`config.mk`:
```
export PLATFORM = sky130hd
export DESIGN_NAME = flash_cmd_decoder
export DESIGN_NICKNAME = d
export VERILOG_FILES = /design/src/core/flash_cmd_pkg.sv /design/src/core/flash_cmd_decoder.sv
export SDC_FILE = /design/constraint.sdc
export NUM_CORES = 1
export LEC_CHECK = 0
export ABC_AREA = 1
export BUFFER_PORTS_ARGS = -buffer_cell sky130_fd_sc_hd__buf_4
export CAP_MARGIN = 20
export CORE_ASPECT_RATIO = 0.75
export CORE_MARGIN = 5
export CORE_UTILIZATION = 55
export CTS_CLUSTER_DIAMETER = 40
export DETAILED_ROUTE_END_ITERATION = 10
export GPL_TIMING_DRIVEN = 0
export PLACE_DENSITY = 0.75
export SYNTH_ARGS = -nofsm -noshare
export SYNTH_HDL_FRONTEND = slang
export SYNTH_SLANG_ARGS = --single-unit
```
`constraint.sdc`:
```
create_clock -name CLOCK -period 6.5 [get_ports CLOCK]
set_input_delay 0.65 -clock CLOCK [delete_from_list [all_inputs] [get_ports CLOCK]]
set_output_delay 0.65 -clock CLOCK [all_outputs]
set_load 0.05 [all_outputs]
```
`src/core/flash_cmd_pkg.sv`:
```
/*
 * Shared definitions for the serial flash command decoder: opcodes, the
 * per-command byte layout, carrier structs, frame states and the helpers
 * that decode opcodes and move bits between bytes and data lines.
 * Assumes one command table per device and at most four data lines.
 */
package flash_cmd_pkg;

	// opcodes
	localparam logic [7:0] OP_READ_TOP   = 8'h1B;
	localparam logic [7:0] OP_READ_FAST  = 8'h0B;
	localparam logic [7:0] OP_READ_SLOW  = 8'h03;
	localparam logic [7:0] OP_READ_DUAL  = 8'h3B;
	localparam logic [7:0] OP_READ_QUAD  = 8'h6B;
	localparam logic [7:0] OP_ERASE_4K   = 8'h20;
	localparam logic [7:0] OP_ERASE_32K  = 8'h52;
	localparam logic [7:0] OP_ERASE_64K  = 8'hD8;
	localparam logic [7:0] OP_ERASE_ALLA = 8'h60;
	localparam logic [7:0] OP_ERASE_ALLB = 8'hC7;
	localparam logic [7:0] OP_PROG       = 8'h02;
	localparam logic [7:0] OP_PROG_DUAL  = 8'hA2;
	localparam logic [7:0] OP_PROG_QUAD  = 8'h32;
	localparam logic [7:0] OP_SUSPEND    = 8'hB0;
	localparam logic [7:0] OP_RESUME     = 8'hD0;
	localparam logic [7:0] OP_WR_ENABLE  = 8'h06;
	localparam logic [7:0] OP_WR_DISABLE = 8'h04;
	localparam logic [7:0] OP_PROTECT    = 8'h36;
	localparam logic [7:0] OP_UNPROTECT  = 8'h39;
	localparam logic [7:0] OP_RD_PROTECT = 8'h3C;
	localparam logic [7:0] OP_LOCK       = 8'h33;
	localparam logic [7:0] OP_LOCK_FRZ   = 8'h34;
	localparam logic [7:0] OP_RD_LOCK    = 8'h35;
	localparam logic [7:0] OP_OTP_PROG   = 8'h9B;
	localparam logic [7:0] OP_OTP_READ   = 8'h77;
	localparam logic [7:0] OP_RD_STATUS  = 8'h05;
	localparam logic [7:0] OP_WR_STAT1   = 8'h01;
	localparam logic [7:0] OP_WR_STAT2   = 8'h31;
	localparam logic [7:0] OP_RD_CONFIG  = 8'h3F;
	localparam logic [7:0] OP_WR_CONFIG  = 8'h3E;
	localparam logic [7:0] OP_SOFT_RESET = 8'hF0;
	localparam logic [7:0] OP_READ_ID    = 8'h9F;
	localparam logic [7:0] OP_POWER_DOWN = 8'hB9;
	localparam logic [7:0] OP_POWER_UP   = 8'hAB;

	// byte counts and widths
	localparam logic [1:0] ADDR_NONE     = 2'h0;
	localparam logic [1:0] ADDR_FULL     = 2'h3;
	localparam logic [1:0] DUMMY_NONE    = 2'h0;
	localparam logic [1:0] DUMMY_ONE     = 2'h1;
	localparam logic [1:0] DUMMY_TWO     = 2'h2;
	localparam logic [8:0] DATA_OPEN     = 9'h000;
	localparam logic [8:0] DATA_ONE      = 9'h001;
	localparam logic [8:0] DATA_PAGE     = 9'h100;
	localparam logic [8:0] DATA_ID       = 9'h005;
	localparam logic [2:0] LANE_1        = 3'h1;
	localparam logic [2:0] LANE_2        = 3'h2;
	localparam logic [2:0] LANE_4        = 3'h4;
	localparam logic [3:0] BYTE_BITS     = 4'h8;
	localparam int         ADDR_USED     = 21;

	typedef enum logic [5:0] {
		ST_IDLE  = 6'h01,
		ST_OPC   = 6'h02,
		ST_ADDR  = 6'h04,
		ST_DUMMY = 6'h08,
		ST_DATA  = 6'h10,
		ST_SKIP  = 6'h20
	} state_t;

	// data_max of zero means no upper limit
	typedef struct packed {
		logic       ok;
		logic [1:0] addr_n;
		logic [1:0] dummy_n;
		logic [8:0] data_max;
		logic       data_req;
		logic       rd;
		logic [2:0] lanes;
		logic       quad;
	} cmd_info_t;

	typedef struct packed {
		logic [7:0]          opcode;
		logic [ADDR_USED-1:0] addr;
		cmd_info_t           info;
	} cmd_t;

	typedef struct packed {
		logic [7:0] data;
		logic       first;
	} rx_word_t;

	function automatic cmd_info_t mk(input logic [1:0] a, input logic [1:0] d,
			input logic [8:0] m, input logic q, input logic r,
			input logic [2:0] l, input logic qd);
		mk = '{ok: 1'b1, addr_n: a, dummy_n: d, data_max: m, data_req: q,
			rd: r, lanes: l, quad: qd};
	endfunction : mk

	function automatic cmd_info_t decode(input logic [7:0] op);
		case (op)
			OP_READ_TOP:   decode = mk(ADDR_FULL, DUMMY_TWO, DATA_OPEN, 1'b1, 1'b1, LANE_1, 1'b0);
			OP_READ_FAST:  decode = mk(ADDR_FULL, DUMMY_ONE, DATA_OPEN, 1'b1, 1'b1, LANE_1, 1'b0);
			OP_READ_SLOW:  decode = mk(ADDR_FULL, DUMMY_NONE, DATA_OPEN, 1'b1, 1'b1, LANE_1, 1'b0);
			OP_READ_DUAL:  decode = mk(ADDR_FULL, DUMMY_ONE, DATA_OPEN, 1'b1, 1'b1, LANE_2, 1'b0);
			OP_READ_QUAD:  decode = mk(ADDR_FULL, DUMMY_ONE, DATA_OPEN, 1'b1, 1'b1, LANE_4, 1'b1);
			OP_ERASE_4K, OP_ERASE_32K, OP_ERASE_64K, OP_PROTECT, OP_UNPROTECT:
				decode = mk(ADDR_FULL, DUMMY_NONE, DATA_ONE, 1'b0, 1'b0, LANE_1, 1'b0);
			OP_ERASE_ALLA, OP_ERASE_ALLB, OP_SUSPEND, OP_RESUME, OP_WR_ENABLE,
			OP_WR_DISABLE, OP_POWER_DOWN, OP_POWER_UP:
				decode = mk(ADDR_NONE, DUMMY_NONE, DATA_ONE, 1'b0, 1'b0, LANE_1, 1'b0);
			OP_PROG:       decode = mk(ADDR_FULL, DUMMY_NONE, DATA_PAGE, 1'b1, 1'b0, LANE_1, 1'b0);
			OP_PROG_DUAL:  decode = mk(ADDR_FULL, DUMMY_NONE, DATA_PAGE, 1'b1, 1'b0, LANE_2, 1'b0);
			OP_PROG_QUAD:  decode = mk(ADDR_FULL, DUMMY_NONE, DATA_PAGE, 1'b1, 1'b0, LANE_4, 1'b1);
			OP_RD_PROTECT, OP_RD_LOCK:
				decode = mk(ADDR_FULL, DUMMY_NONE, DATA_OPEN, 1'b1, 1'b1, LANE_1, 1'b0);
			OP_LOCK, OP_LOCK_FRZ:
				decode = mk(ADDR_FULL, DUMMY_NONE, DATA_ONE, 1'b1, 1'b0, LANE_1, 1'b0);
			OP_OTP_PROG:   decode = mk(ADDR_FULL, DUMMY_NONE, DATA_OPEN, 1'b1, 1'b0, LANE_1, 1'b0);
			OP_OTP_READ:   decode = mk(ADDR_FULL, DUMMY_TWO, DATA_OPEN, 1'b1, 1'b1, LANE_1, 1'b0);
			OP_RD_STATUS, OP_RD_CONFIG:
				decode = mk(ADDR_NONE, DUMMY_NONE, DATA_OPEN, 1'b1, 1'b1, LANE_1, 1'b0);
			OP_WR_STAT1, OP_WR_STAT2, OP_WR_CONFIG, OP_SOFT_RESET:
				decode = mk(ADDR_NONE, DUMMY_NONE, DATA_ONE, 1'b1, 1'b0, LANE_1, 1'b0);
			OP_READ_ID:    decode = mk(ADDR_NONE, DUMMY_NONE, DATA_ID, 1'b1, 1'b1, LANE_1, 1'b0);
			default:       decode = '0;
		endcase
	endfunction : decode

	// msb first: the newest bits enter at the bottom
	function automatic logic [7:0] shift_in(input logic [7:0] sr,
			input logic [3:0] io, input logic [2:0] lanes);
		case (lanes)
			LANE_2:  shift_in = {sr[5:0], io[1:0]};
			LANE_4:  shift_in = {sr[3:0], io[3:0]};
			default: shift_in = {sr[6:0], io[0]};
		endcase
	endfunction : shift_in

	// single line drives the second pin; wider modes put bit 7 on the top lane
	function automatic logic [3:0] place(input logic [7:0] b,
			input logic [2:0] lanes);
		case (lanes)
			LANE_2:  place = {2'h0, b[7:6]};
			LANE_4:  place = b[7:4];
			default: place = {2'h0, b[7], 1'b0};
		endcase
	endfunction : place

	function automatic logic [3:0] lane_mask(input logic [2:0] lanes);
		case (lanes)
			LANE_2:  lane_mask = 4'h3;
			LANE_4:  lane_mask = 4'hF;
			default: lane_mask = 4'h2;
		endcase
	endfunction : lane_mask

endpackage : flash_cmd_pkg

```
`src/core/flash_cmd_decoder.sv`:
```
/*
 * Command front end of a serial flash: frames on chip select, decodes the
 * opcode, gathers address and dummy bytes, forwards written data bytes
 * through a two-entry buffer and shifts read bytes out on falling edges.
 * Assumes CS_N, SCK and IO_IN are synchronous to CLOCK and that SCK runs
 * well below half the CLOCK rate so every serial edge is seen.
 */
// Functional notes
// - frame starts at chip select low; first 8 bits form the opcode
// - all bytes move most significant bit first, both directions
// - chip select high ends the current command frame
// - unsupported opcode starts no operation
// - after unsupported opcode all input ignored until chip select cycles
// - chip select high before opcode and address complete does nothing
// - addressed commands take three address bytes, high bit first
// - upper three address bits are dropped; 21 bits are kept
// - array reads: 1Bh two dummies, 0Bh one, 03h none, then data
// - dual and quad output reads take address, one dummy, then data
// - block erases take three address bytes, nothing more
// - chip erase is recognised under both opcodes, opcode alone
// - page programs take address, no dummy, one to 256 data bytes
// - suspend and resume are opcode alone
// - write enable and write disable are opcode alone
// - protect, unprotect take address; protection read returns data
// - lockdown and freeze take address plus one byte; read returns data
// - security area program takes address and data; read adds two dummies
// - status read returns data; each status write takes one byte
// - configuration read returns data; write takes one byte
// - soft reset takes one byte; power down and resume opcode alone
// - identity read returns one to five bytes, no address
// - sample on rising serial clock, drive on falling, both idle levels
// - quad commands and quad pins only when quad_io_enable is set
`timescale 1ns/100ps
`default_nettype none

module flash_cmd_decoder
	import flash_cmd_pkg::*;
(
	// clock and reset
	input  wire logic       CLOCK,
	input  wire logic       RST,
	// serial pins
	input  wire logic       CS_N,
	input  wire logic       SCK,
	input  wire logic [3:0] IO_IN,
	output logic      [3:0] IO_OUT,
	output logic      [3:0] IO_OE,
	// configuration
	input  wire logic       QUAD_IO_ENABLE,
	// decoded command
	output logic            CMD_VALID,
	output var cmd_t        CMD,
	output logic            DONE,
	output logic            DONE_OK,
	// received data stream
	output logic            RX_VALID,
	output var rx_word_t    RX_DATA,
	input  wire logic       RX_READY,
	output logic            RX_OVERRUN,
	// read data source
	input  wire logic [7:0] TX_DATA,
	output logic            TX_TAKE
);

	logic       sck_q;
	logic       cs_n_q;
	state_t     state_q;
	state_t     state_d;
	state_t     cur_st;
	logic [2:0] bit_q;
	logic [2:0] bit_d;
	logic [7:0] sr_q;
	logic [7:0] sr_d;
	logic [8:0] cnt_q;
	logic [8:0] cnt_d;
	cmd_info_t  info_q;
	cmd_info_t  info_d;
	logic [7:0] op_q;
	logic [7:0] op_d;
	logic [23:0] addr_q;
	logic [23:0] addr_d;
	logic       hdr_q;
	logic       hdr_now;
	logic       push;
	logic [3:0] rise_cnt_q;
	logic [7:0] tx_q;
	logic [2:0] tx_bit_q;
	logic [8:0] tx_cnt_q;

	// serial edges, seen only inside a frame
	wire logic rise  = !CS_N && SCK && !sck_q;
	wire logic fall  = !CS_N && !SCK && sck_q;
	wire logic cs_up = CS_N && !cs_n_q;

	// idle behaves as the opcode phase so a first edge in the same cycle
	// as chip select falling is not lost
	assign cur_st = (state_q == ST_IDLE) ? ST_OPC : state_q;

	wire logic [2:0] lanes_in = (cur_st == ST_DATA) ? info_q.lanes : LANE_1;
	wire logic [3:0] bit_nx   = {1'b0, bit_q} + {1'b0, lanes_in};
	wire logic byte_full      = rise && (bit_nx == BYTE_BITS);
	wire logic [7:0] sr_nx    = shift_in(sr_q, IO_IN, lanes_in);
	wire cmd_info_t dec       = decode(sr_nx);
	wire logic supported      = dec.ok && (!dec.quad || QUAD_IO_ENABLE);
	wire logic [23:0] addr_cat = {addr_q[15:0], sr_nx};
	wire logic [8:0] cnt_inc  = cnt_q + 9'h001;
	wire logic last_addr  = cnt_q[1:0] == 2'(info_q.addr_n - 2'h1);
	wire logic last_dummy = cnt_q[1:0] == 2'(info_q.dummy_n - 2'h1);
	wire logic data_cap   = (info_q.data_max != DATA_OPEN)
		&& (cnt_inc == info_q.data_max);

	// header seen in the opcode byte itself carries the fresh decode
	wire logic [7:0] hdr_op   = (cur_st == ST_OPC) ? sr_nx : op_q;
	wire cmd_info_t  hdr_info = (cur_st == ST_OPC) ? dec : info_q;
	wire logic [23:0] hdr_addr = (cur_st == ST_ADDR) ? addr_cat : addr_q;
	wire cmd_t cmd_d = '{opcode: hdr_op,
		addr: hdr_addr[ADDR_USED-1:0], info: hdr_info};

	always_comb begin
		state_d = state_q;
		bit_d   = bit_q;
		sr_d    = sr_q;
		cnt_d   = cnt_q;
		info_d  = info_q;
		op_d    = op_q;
		addr_d  = addr_q;
		hdr_now = 1'b0;
		push    = 1'b0;
		if (CS_N) begin
			state_d = ST_IDLE;
			bit_d   = 3'h0;
			cnt_d   = 9'h000;
			addr_d  = 24'h000000;
		end else begin
			state_d = cur_st;
			if (rise && cur_st != ST_SKIP) begin
				bit_d = bit_nx[2:0];
				sr_d  = sr_nx;
			end
			if (byte_full) begin
				case (cur_st)
					ST_OPC: begin
						if (!supported) begin
							state_d = ST_SKIP;
						end else begin
							info_d = dec;
							op_d   = sr_nx;
							cnt_d  = 9'h000;
							if (dec.addr_n != ADDR_NONE) begin
								state_d = ST_ADDR;
							end else begin
								hdr_now = 1'b1;
							end
						end
					end
					ST_ADDR: begin
						addr_d = addr_cat;
						cnt_d  = cnt_inc;
						if (last_addr) begin
							cnt_d = 9'h000;
							if (info_q.dummy_n != DUMMY_NONE) begin
								state_d = ST_DUMMY;
							end else begin
								hdr_now = 1'b1;
							end
						end
					end
					ST_DUMMY: begin
						cnt_d = cnt_inc;
						if (last_dummy) begin
							hdr_now = 1'b1;
						end
					end
					ST_DATA: begin
						// commands without data forward no stray bytes
						if (!info_q.rd && info_q.data_req) begin
							push  = 1'b1;
							cnt_d = cnt_inc;
							if (data_cap) begin
								state_d = ST_SKIP;
							end
						end
					end
					default: ;
				endcase
			end
			if (hdr_now) begin
				state_d = ST_DATA;
				cnt_d   = 9'h000;
			end
		end
	end

	always_ff @(posedge CLOCK or posedge RST) begin
		if (RST) begin
			sck_q   <= 1'b0;
			cs_n_q  <= 1'b1;
			state_q <= ST_IDLE;
			bit_q   <= 3'h0;
			sr_q    <= 8'h00;
			cnt_q   <= 9'h000;
			info_q  <= '0;
			op_q    <= 8'h00;
			addr_q  <= 24'h000000;
		end else begin
			sck_q   <= SCK;
			cs_n_q  <= CS_N;
			state_q <= state_d;
			bit_q   <= bit_d;
			sr_q    <= sr_d;
			cnt_q   <= cnt_d;
			info_q  <= info_d;
			op_q    <= op_d;
			addr_q  <= addr_d;
		end
	end

	// command report; a frame that never completed its header reports nothing
	always_ff @(posedge CLOCK or posedge RST) begin
		if (RST) begin
			CMD_VALID <= 1'b0;
			CMD       <= '0;
			hdr_q     <= 1'b0;
			DONE      <= 1'b0;
			DONE_OK   <= 1'b0;
		end else begin
			CMD_VALID <= hdr_now;
			if (hdr_now) begin
				CMD <= cmd_d;
			end
			hdr_q   <= !CS_N && (hdr_q || hdr_now);
			DONE    <= cs_up && hdr_q;
			DONE_OK <= cs_up && hdr_q && (!info_q.data_req
				|| (info_q.rd ? tx_cnt_q != 9'h000 : cnt_q != 9'h000));
		end
	end

	// read data: loaded at a byte boundary on the falling edge
	wire logic tx_run  = fall && state_q == ST_DATA && info_q.rd;
	wire logic tx_load = tx_run && tx_bit_q == 3'h0;
	wire logic tx_stop = (info_q.data_max != DATA_OPEN)
		&& (tx_cnt_q == info_q.data_max);

	always_ff @(posedge CLOCK or posedge RST) begin
		if (RST) begin
			tx_q     <= 8'h00;
			tx_bit_q <= 3'h0;
			tx_cnt_q <= 9'h000;
			IO_OUT   <= 4'h0;
			IO_OE    <= 4'h0;
			TX_TAKE  <= 1'b0;
		end else if (CS_N) begin
			tx_bit_q <= 3'h0;
			tx_cnt_q <= 9'h000;
			IO_OE    <= 4'h0;
			TX_TAKE  <= 1'b0;
		end else begin
			TX_TAKE <= tx_load && !tx_stop;
			if (tx_load && tx_stop) begin
				IO_OE <= 4'h0;
			end else if (tx_load) begin
				IO_OUT   <= place(TX_DATA, info_q.lanes);
				tx_q     <= TX_DATA << info_q.lanes;
				IO_OE    <= lane_mask(info_q.lanes);
				tx_cnt_q <= tx_cnt_q + 9'h001;
				tx_bit_q <= info_q.lanes;
			end else if (tx_run) begin
				IO_OUT   <= place(tx_q, info_q.lanes);
				tx_q     <= tx_q << info_q.lanes;
				tx_bit_q <= tx_bit_q + info_q.lanes;
			end
		end
	end

	// two-entry buffer: the serial host cannot be stalled, so a full buffer
	// drops the byte and flags it rather than corrupting older words
	rx_word_t   ent1_q;
	logic       v1_q;
	wire rx_word_t word_in = '{data: sr_nx, first: cnt_q == 9'h000};
	wire logic pop       = RX_VALID && RX_READY;
	wire logic buf_ready = !v1_q || pop;
	wire logic take_in   = push && buf_ready;

	always_ff @(posedge CLOCK or posedge RST) begin
		if (RST) begin
			RX_VALID   <= 1'b0;
			RX_DATA    <= '0;
			ent1_q     <= '0;
			v1_q       <= 1'b0;
			RX_OVERRUN <= 1'b0;
		end else begin
			RX_OVERRUN <= push && !buf_ready;
			if (pop && v1_q) begin
				RX_DATA <= ent1_q;
				v1_q    <= take_in;
				if (take_in) begin
					ent1_q <= word_in;
				end
			end else if (pop || !RX_VALID) begin
				RX_VALID <= take_in;
				if (take_in) begin
					RX_DATA <= word_in;
				end
			end else if (take_in) begin
				ent1_q <= word_in;
				v1_q   <= 1'b1;
			end
		end
	end

	// rising edges seen in this frame, for checking the decode point
	always_ff @(posedge CLOCK or posedge RST) begin
		if (RST) begin
			rise_cnt_q <= 4'h0;
		end else if (CS_N) begin
			rise_cnt_q <= 4'h0;
		end else if (rise && rise_cnt_q != 4'hF) begin
			rise_cnt_q <= rise_cnt_q + 4'h1;
		end
	end

	opc_edge_a: assert property (@(posedge CLOCK) disable iff (RST)
		(byte_full && cur_st == ST_OPC) |-> rise_cnt_q == 4'h7)
		else $error("opcode decoded off the eighth rising edge");

	bad_opc_a: assert property (@(posedge CLOCK) disable iff (RST)
		(byte_full && cur_st == ST_OPC && !supported)
		|=> !CMD_VALID && (state_q == ST_SKIP || state_q == ST_IDLE))
		else $error("unsupported opcode started a command");

	skip_hold_a: assert property (@(posedge CLOCK) disable iff (RST)
		(state_q == ST_SKIP && !CS_N) |-> !push ##1 !CMD_VALID
		&& (state_q == ST_SKIP || state_q == ST_IDLE))
		else $error("input acted on after an ignored opcode");

	frame_end_a: assert property (@(posedge CLOCK) disable iff (RST)
		cs_up |=> state_q == ST_IDLE && IO_OE == 4'h0 && !CMD_VALID)
		else $error("frame not closed by chip select");

	early_end_a: assert property (@(posedge CLOCK) disable iff (RST)
		(cs_up && !hdr_q) |=> !DONE ##1 !DONE)
		else $error("incomplete frame reported as done");

	quad_gate_a: assert property (@(posedge CLOCK) disable iff (RST)
		(CMD_VALID && CMD.info.quad) |-> $past(QUAD_IO_ENABLE))
		else $error("quad command taken with quad lines disabled");

	data_cap_a: assert property (@(posedge CLOCK) disable iff (RST)
		(push && info_q.data_max != DATA_OPEN) |-> cnt_q < info_q.data_max)
		else $error("data byte beyond command limit forwarded");

	rx_hold_a: assert property (@(posedge CLOCK) disable iff (RST)
		(RX_VALID && !RX_READY) |=> RX_VALID && $stable(RX_DATA))
		else $error("buffered byte changed before it was taken");

endmodule : flash_cmd_decoder

`default_nettype wire

```
==> results.sh <==
export IMPL_cts_root_buffer_cell="clkbuf_16"
export IMPL_drv_cap=0
export IMPL_cts_clk_slew_worst_paths_ns=0.07
export IMPL_finalHoldViolations=0
export IMPL_final_cell_mix="nand2_1, dfrtp_1, o21ai_0"
export IMPL_tightestPinTransition_ns=1.04
export IMPL_grt_pass1_vias=7714
export IMPL_p_per_area_nw_per_um2=231
export IMPL_cp_max_fo=10
export IMPL_peakVddDrop_mv=0.185
export IMPL_synth_edf_count=0
export IMPL_drive_gt1_share_pct=17.2
export IMPL_wl_met2_mm=10.2
export IMPL_crit_path_max_incr_delay_ns=0.49
export IMPL_synth_seq_area_share_pct=46.1
export IMPL_ios=90
export IMPL_track_usage_pct=27.0
export IMPL_yosys_warnings=0
export IMPL_critical_path_top_delay_family="simple AND/OR/NAND/NOR gates"
export IMPL_arrival_ns=4.22
export IMPL_postPlaceCellArea_um2=9750
export IMPL_rows=40
export IMPL_leakage_nw=5.04
export IMPL_ys_ff_latch=162
export IMPL_post_cts_resized=0
export IMPL_final_common_cell="nand2_1"
export IMPL_grt_pass1_wl_mm=40.2
export IMPL_synth_area_um2=8810
export IMPL_m1WireLength_mm=11.6
export IMPL_core_um2=15900
export IMPL_critical_path_slowest_cell="a31oi_4"
export IMPL_finClkSkew_ns=0.00913
export IMPL_first_iter_violations=1009
export IMPL_ant_nets=0
export IMPL_die_h_um=120
export IMPL_rsz0062_at_grt="no"
export IMPL_diodes=0
export IMPL_portBuffers=83
export IMPL_synth_top_area_share_pct=45.5
export IMPL_numCtsBuffers=17
export IMPL_drv_slew=0
export IMPL_area_growth_synth_to_final_pct=17.2
export IMPL_dr_total_vias=8274
export IMPL_worstHoldPathType="in -> async"
export IMPL_post_cts_buffers=0
export IMPL_cp_end_kind="flip-flop"
export IMPL_die_area_um2=18700
export IMPL_syn_inst=1136
export IMPL_synthArstFlopShare_pct=100
export IMPL_via_per_inst=5.64
export IMPL_wirelength_mm=24.4
export IMPL_synth_main_ff_cell="dfrtp_1"
export IMPL_nFillCells=1394
export IMPL_met3_wirelength_mm=2.24
export IMPL_cts_buffer_depth=2
export IMPL_setup_viol=0
export IMPL_start_util_pct=55.5
export IMPL_crit_chain="nor2_2 > nand2_1 > nor2_4 > buf_6 > inv_2 > nor3_2 > or2_2 > inv_1 > ha_1 > nor3b_1 > nand3_2 > nand2_2 > clkinv_1 > a31oi_4 > nand2_4 > nand2_1 > nand2_1"
export IMPL_place_hpwl_mm=17.8
export IMPL_cts_tree="built"
export IMPL_yosys_cell_types_count=52
export IMPL_path_buf_inv=4
export IMPL_postCtsHoldBufs=0
export IMPL_syn_area_per_cell_um2=7.75
export IMPL_htree_num_levels=4
export IMPL_yosysTopAreaCell="dfrtp_1"
export IMPL_min_period_ns=3.89
export IMPL_die_w_um=156
export IMPL_dr_max_layer_used="met4"
export IMPL_cp_required_ns=6.83
export IMPL_synthTopCellsByArea="dfrtp_1, nand2_1, o21ai_0, inv_1, nor2_1"
export IMPL_crit_type="reg -> reg"
export IMPL_antenna_found_initial=0
export IMPL_final_core_util_pct=65.1
export IMPL_final_nets=1273
export IMPL_hold_ws_ns=0.236
export IMPL_cpMostUsedCell="nand2_1"
export IMPL_clock_latency_ns=0.44
export IMPL_finalInstanceArea_um2=10300
export IMPL_crit_path_start_kind="flip-flop"
export IMPL_status="finished clean"
export IMPL_finalCritPeriodShare_pct=59.9
export IMPL_drc_errors=0
export IMPL_route_detailed_wl_per_inst_um=16.6
export IMPL_gp_congestion=0.932
export IMPL_slew_headroom_pct=30.3
export IMPL_first_pass_iters=5
export IMPL_clock_sinks=162
export IMPL_clock_fmax_mhz=257
export IMPL_overflow=0
export IMPL_grt_max_degree=96
==> metal layers <==
layer | global-route usage, % | vias up
met4 | 7.21 | 0
met2 | 37.2 | 352
met5 | 0 | -
met3 | 6.60 | 39
li1 | - | 3950
met1 | 42.2 | 3933
==> layout make-up <==
cell class | instances | area (um2) | share of cell area (%)
Multi-Input combinational cell | 825 | 4100 | 39.8
Sequential cell | 162 | 4060 | 39.3
Timing Repair Buffer | 85 | 656 | 6.35
Clock buffer | 17 | 425 | 4.12
Inverter | 107 | 412 | 3.99
Tap cell | 210 | 263 | 2.55
Buffer | 47 | 262 | 2.53
Clock inverter | 15 | 144 | 1.39
==> Yosys cell counts (2+ instances only) <==
cell type    n
clkbuf_1    19
o22ai_1     14
ha_1         9
nor2_4       9
dfrtp_1    160
buf_6        4
o211ai_1     2
nor2_1      93
nand2_1    316
xor2_1       8
or2_2        4
a22o_1       2
o21ai_1     56
o221ai_1     2
o32ai_1      2
inv_2        7
buf_4       10
nand2_4      4
nand3_2     13
clkinv_1     5
xnor2_1      5
o31ai_1      2
a31oi_1     11
buf_2       14
a21oi_1     26
a22oi_1      3
inv_1       94
nor4_1       7
dfstp_2      2
nand2_2     13
o21ai_0    101
nand4_1     11
nor3_1      20
nor2_2       8
nand3_1     63
==> kinds of logic (layout without fill, tap and decap cells) <==
logic type / after synthesis / in the layout / synth area share (%)
compound gates: 228 / 228 / 14.3
xor+xnor: 13 / 13 / 1.29
fa+ha+maj: 10 / 10 / 1.51
buf+inv: 154 / 271 / 7.56
flops: 162 / 162 / 46.1
other cells: 1 / 6 / 0.0426
simple gates: 568 / 568 / 29.2
==> power breakdown <==
part	internal (W)	leakage, nW	switching (W)
Combinational	0.0000963	2.56	0.000263
Clock	0.000537	0.274	0.000453
Sequential	0.00102	2.20	0.0000124
Total	0.00166	5.04	0.000729
==> stage by stage <==
stage	cells	setup TNS (ns)	power [W]	setup WS, ns
after CTS	1468	0	0.00239	2.70
after floorplan	1141	0	0.00130	1.48
after global routing	1468	0	0.00248	2.43
after detailed placement	1436	0	0.00140	2.71
final	1468	0	0.00239	2.61
after global placement	1434	-61.07	0.00140	-0.395
==> final timing paths <==
check | cells past startpoint | startpoint | endpoint | slack (ns)
max | 17 | state_q[1] | cnt_q[8] | 2.61
min | 2 | RST | RX_DATA[6] | 0.24
max reg2reg | 17 | state_q[1] | cnt_q[8] | 2.61
min reg2reg | 1 | info_q[19] | info_q[19] | 0.48
max in group asynchronous | 3 | RST | CMD[8] | 5.45
min in group CLOCK | 1 | CS_N | cs_n_q | 0.33
==> state kept, by name, indices dropped and copies added (netlist names), 4 cells and up <==
| signal | count |
|---|---|
| cnt_q | 9 |
| CMD | 41 |
| addr_q | 21 |
| tx_cnt_q | 9 |
| state_q | 6 |
| op_q | 8 |
| ent1_q | 9 |
| RX_DATA | 9 |
| info_q | 12 |
| sr_q | 7 |
| tx_q | 8 |
| IO_OUT | 4 |
==> worst reg2reg max path: stages (launching register included) <==
cell,delay [ns]
dfrtp_1,0.41
nor2_2,0.14
nand2_1,0.13
nor2_4,0.23
buf_6,0.20
inv_2,0.11
nor3_2,0.18
or2_2,0.15
inv_1,0.03
ha_1,0.31
nor3b_1,0.25
nand3_2,0.28
nand2_2,0.22
clkinv_1,0.35
a31oi_4,0.49
nand2_4,0.15
nand2_1,0.10
nand2_1,0.05
Power figures use the tool's default switching activity.
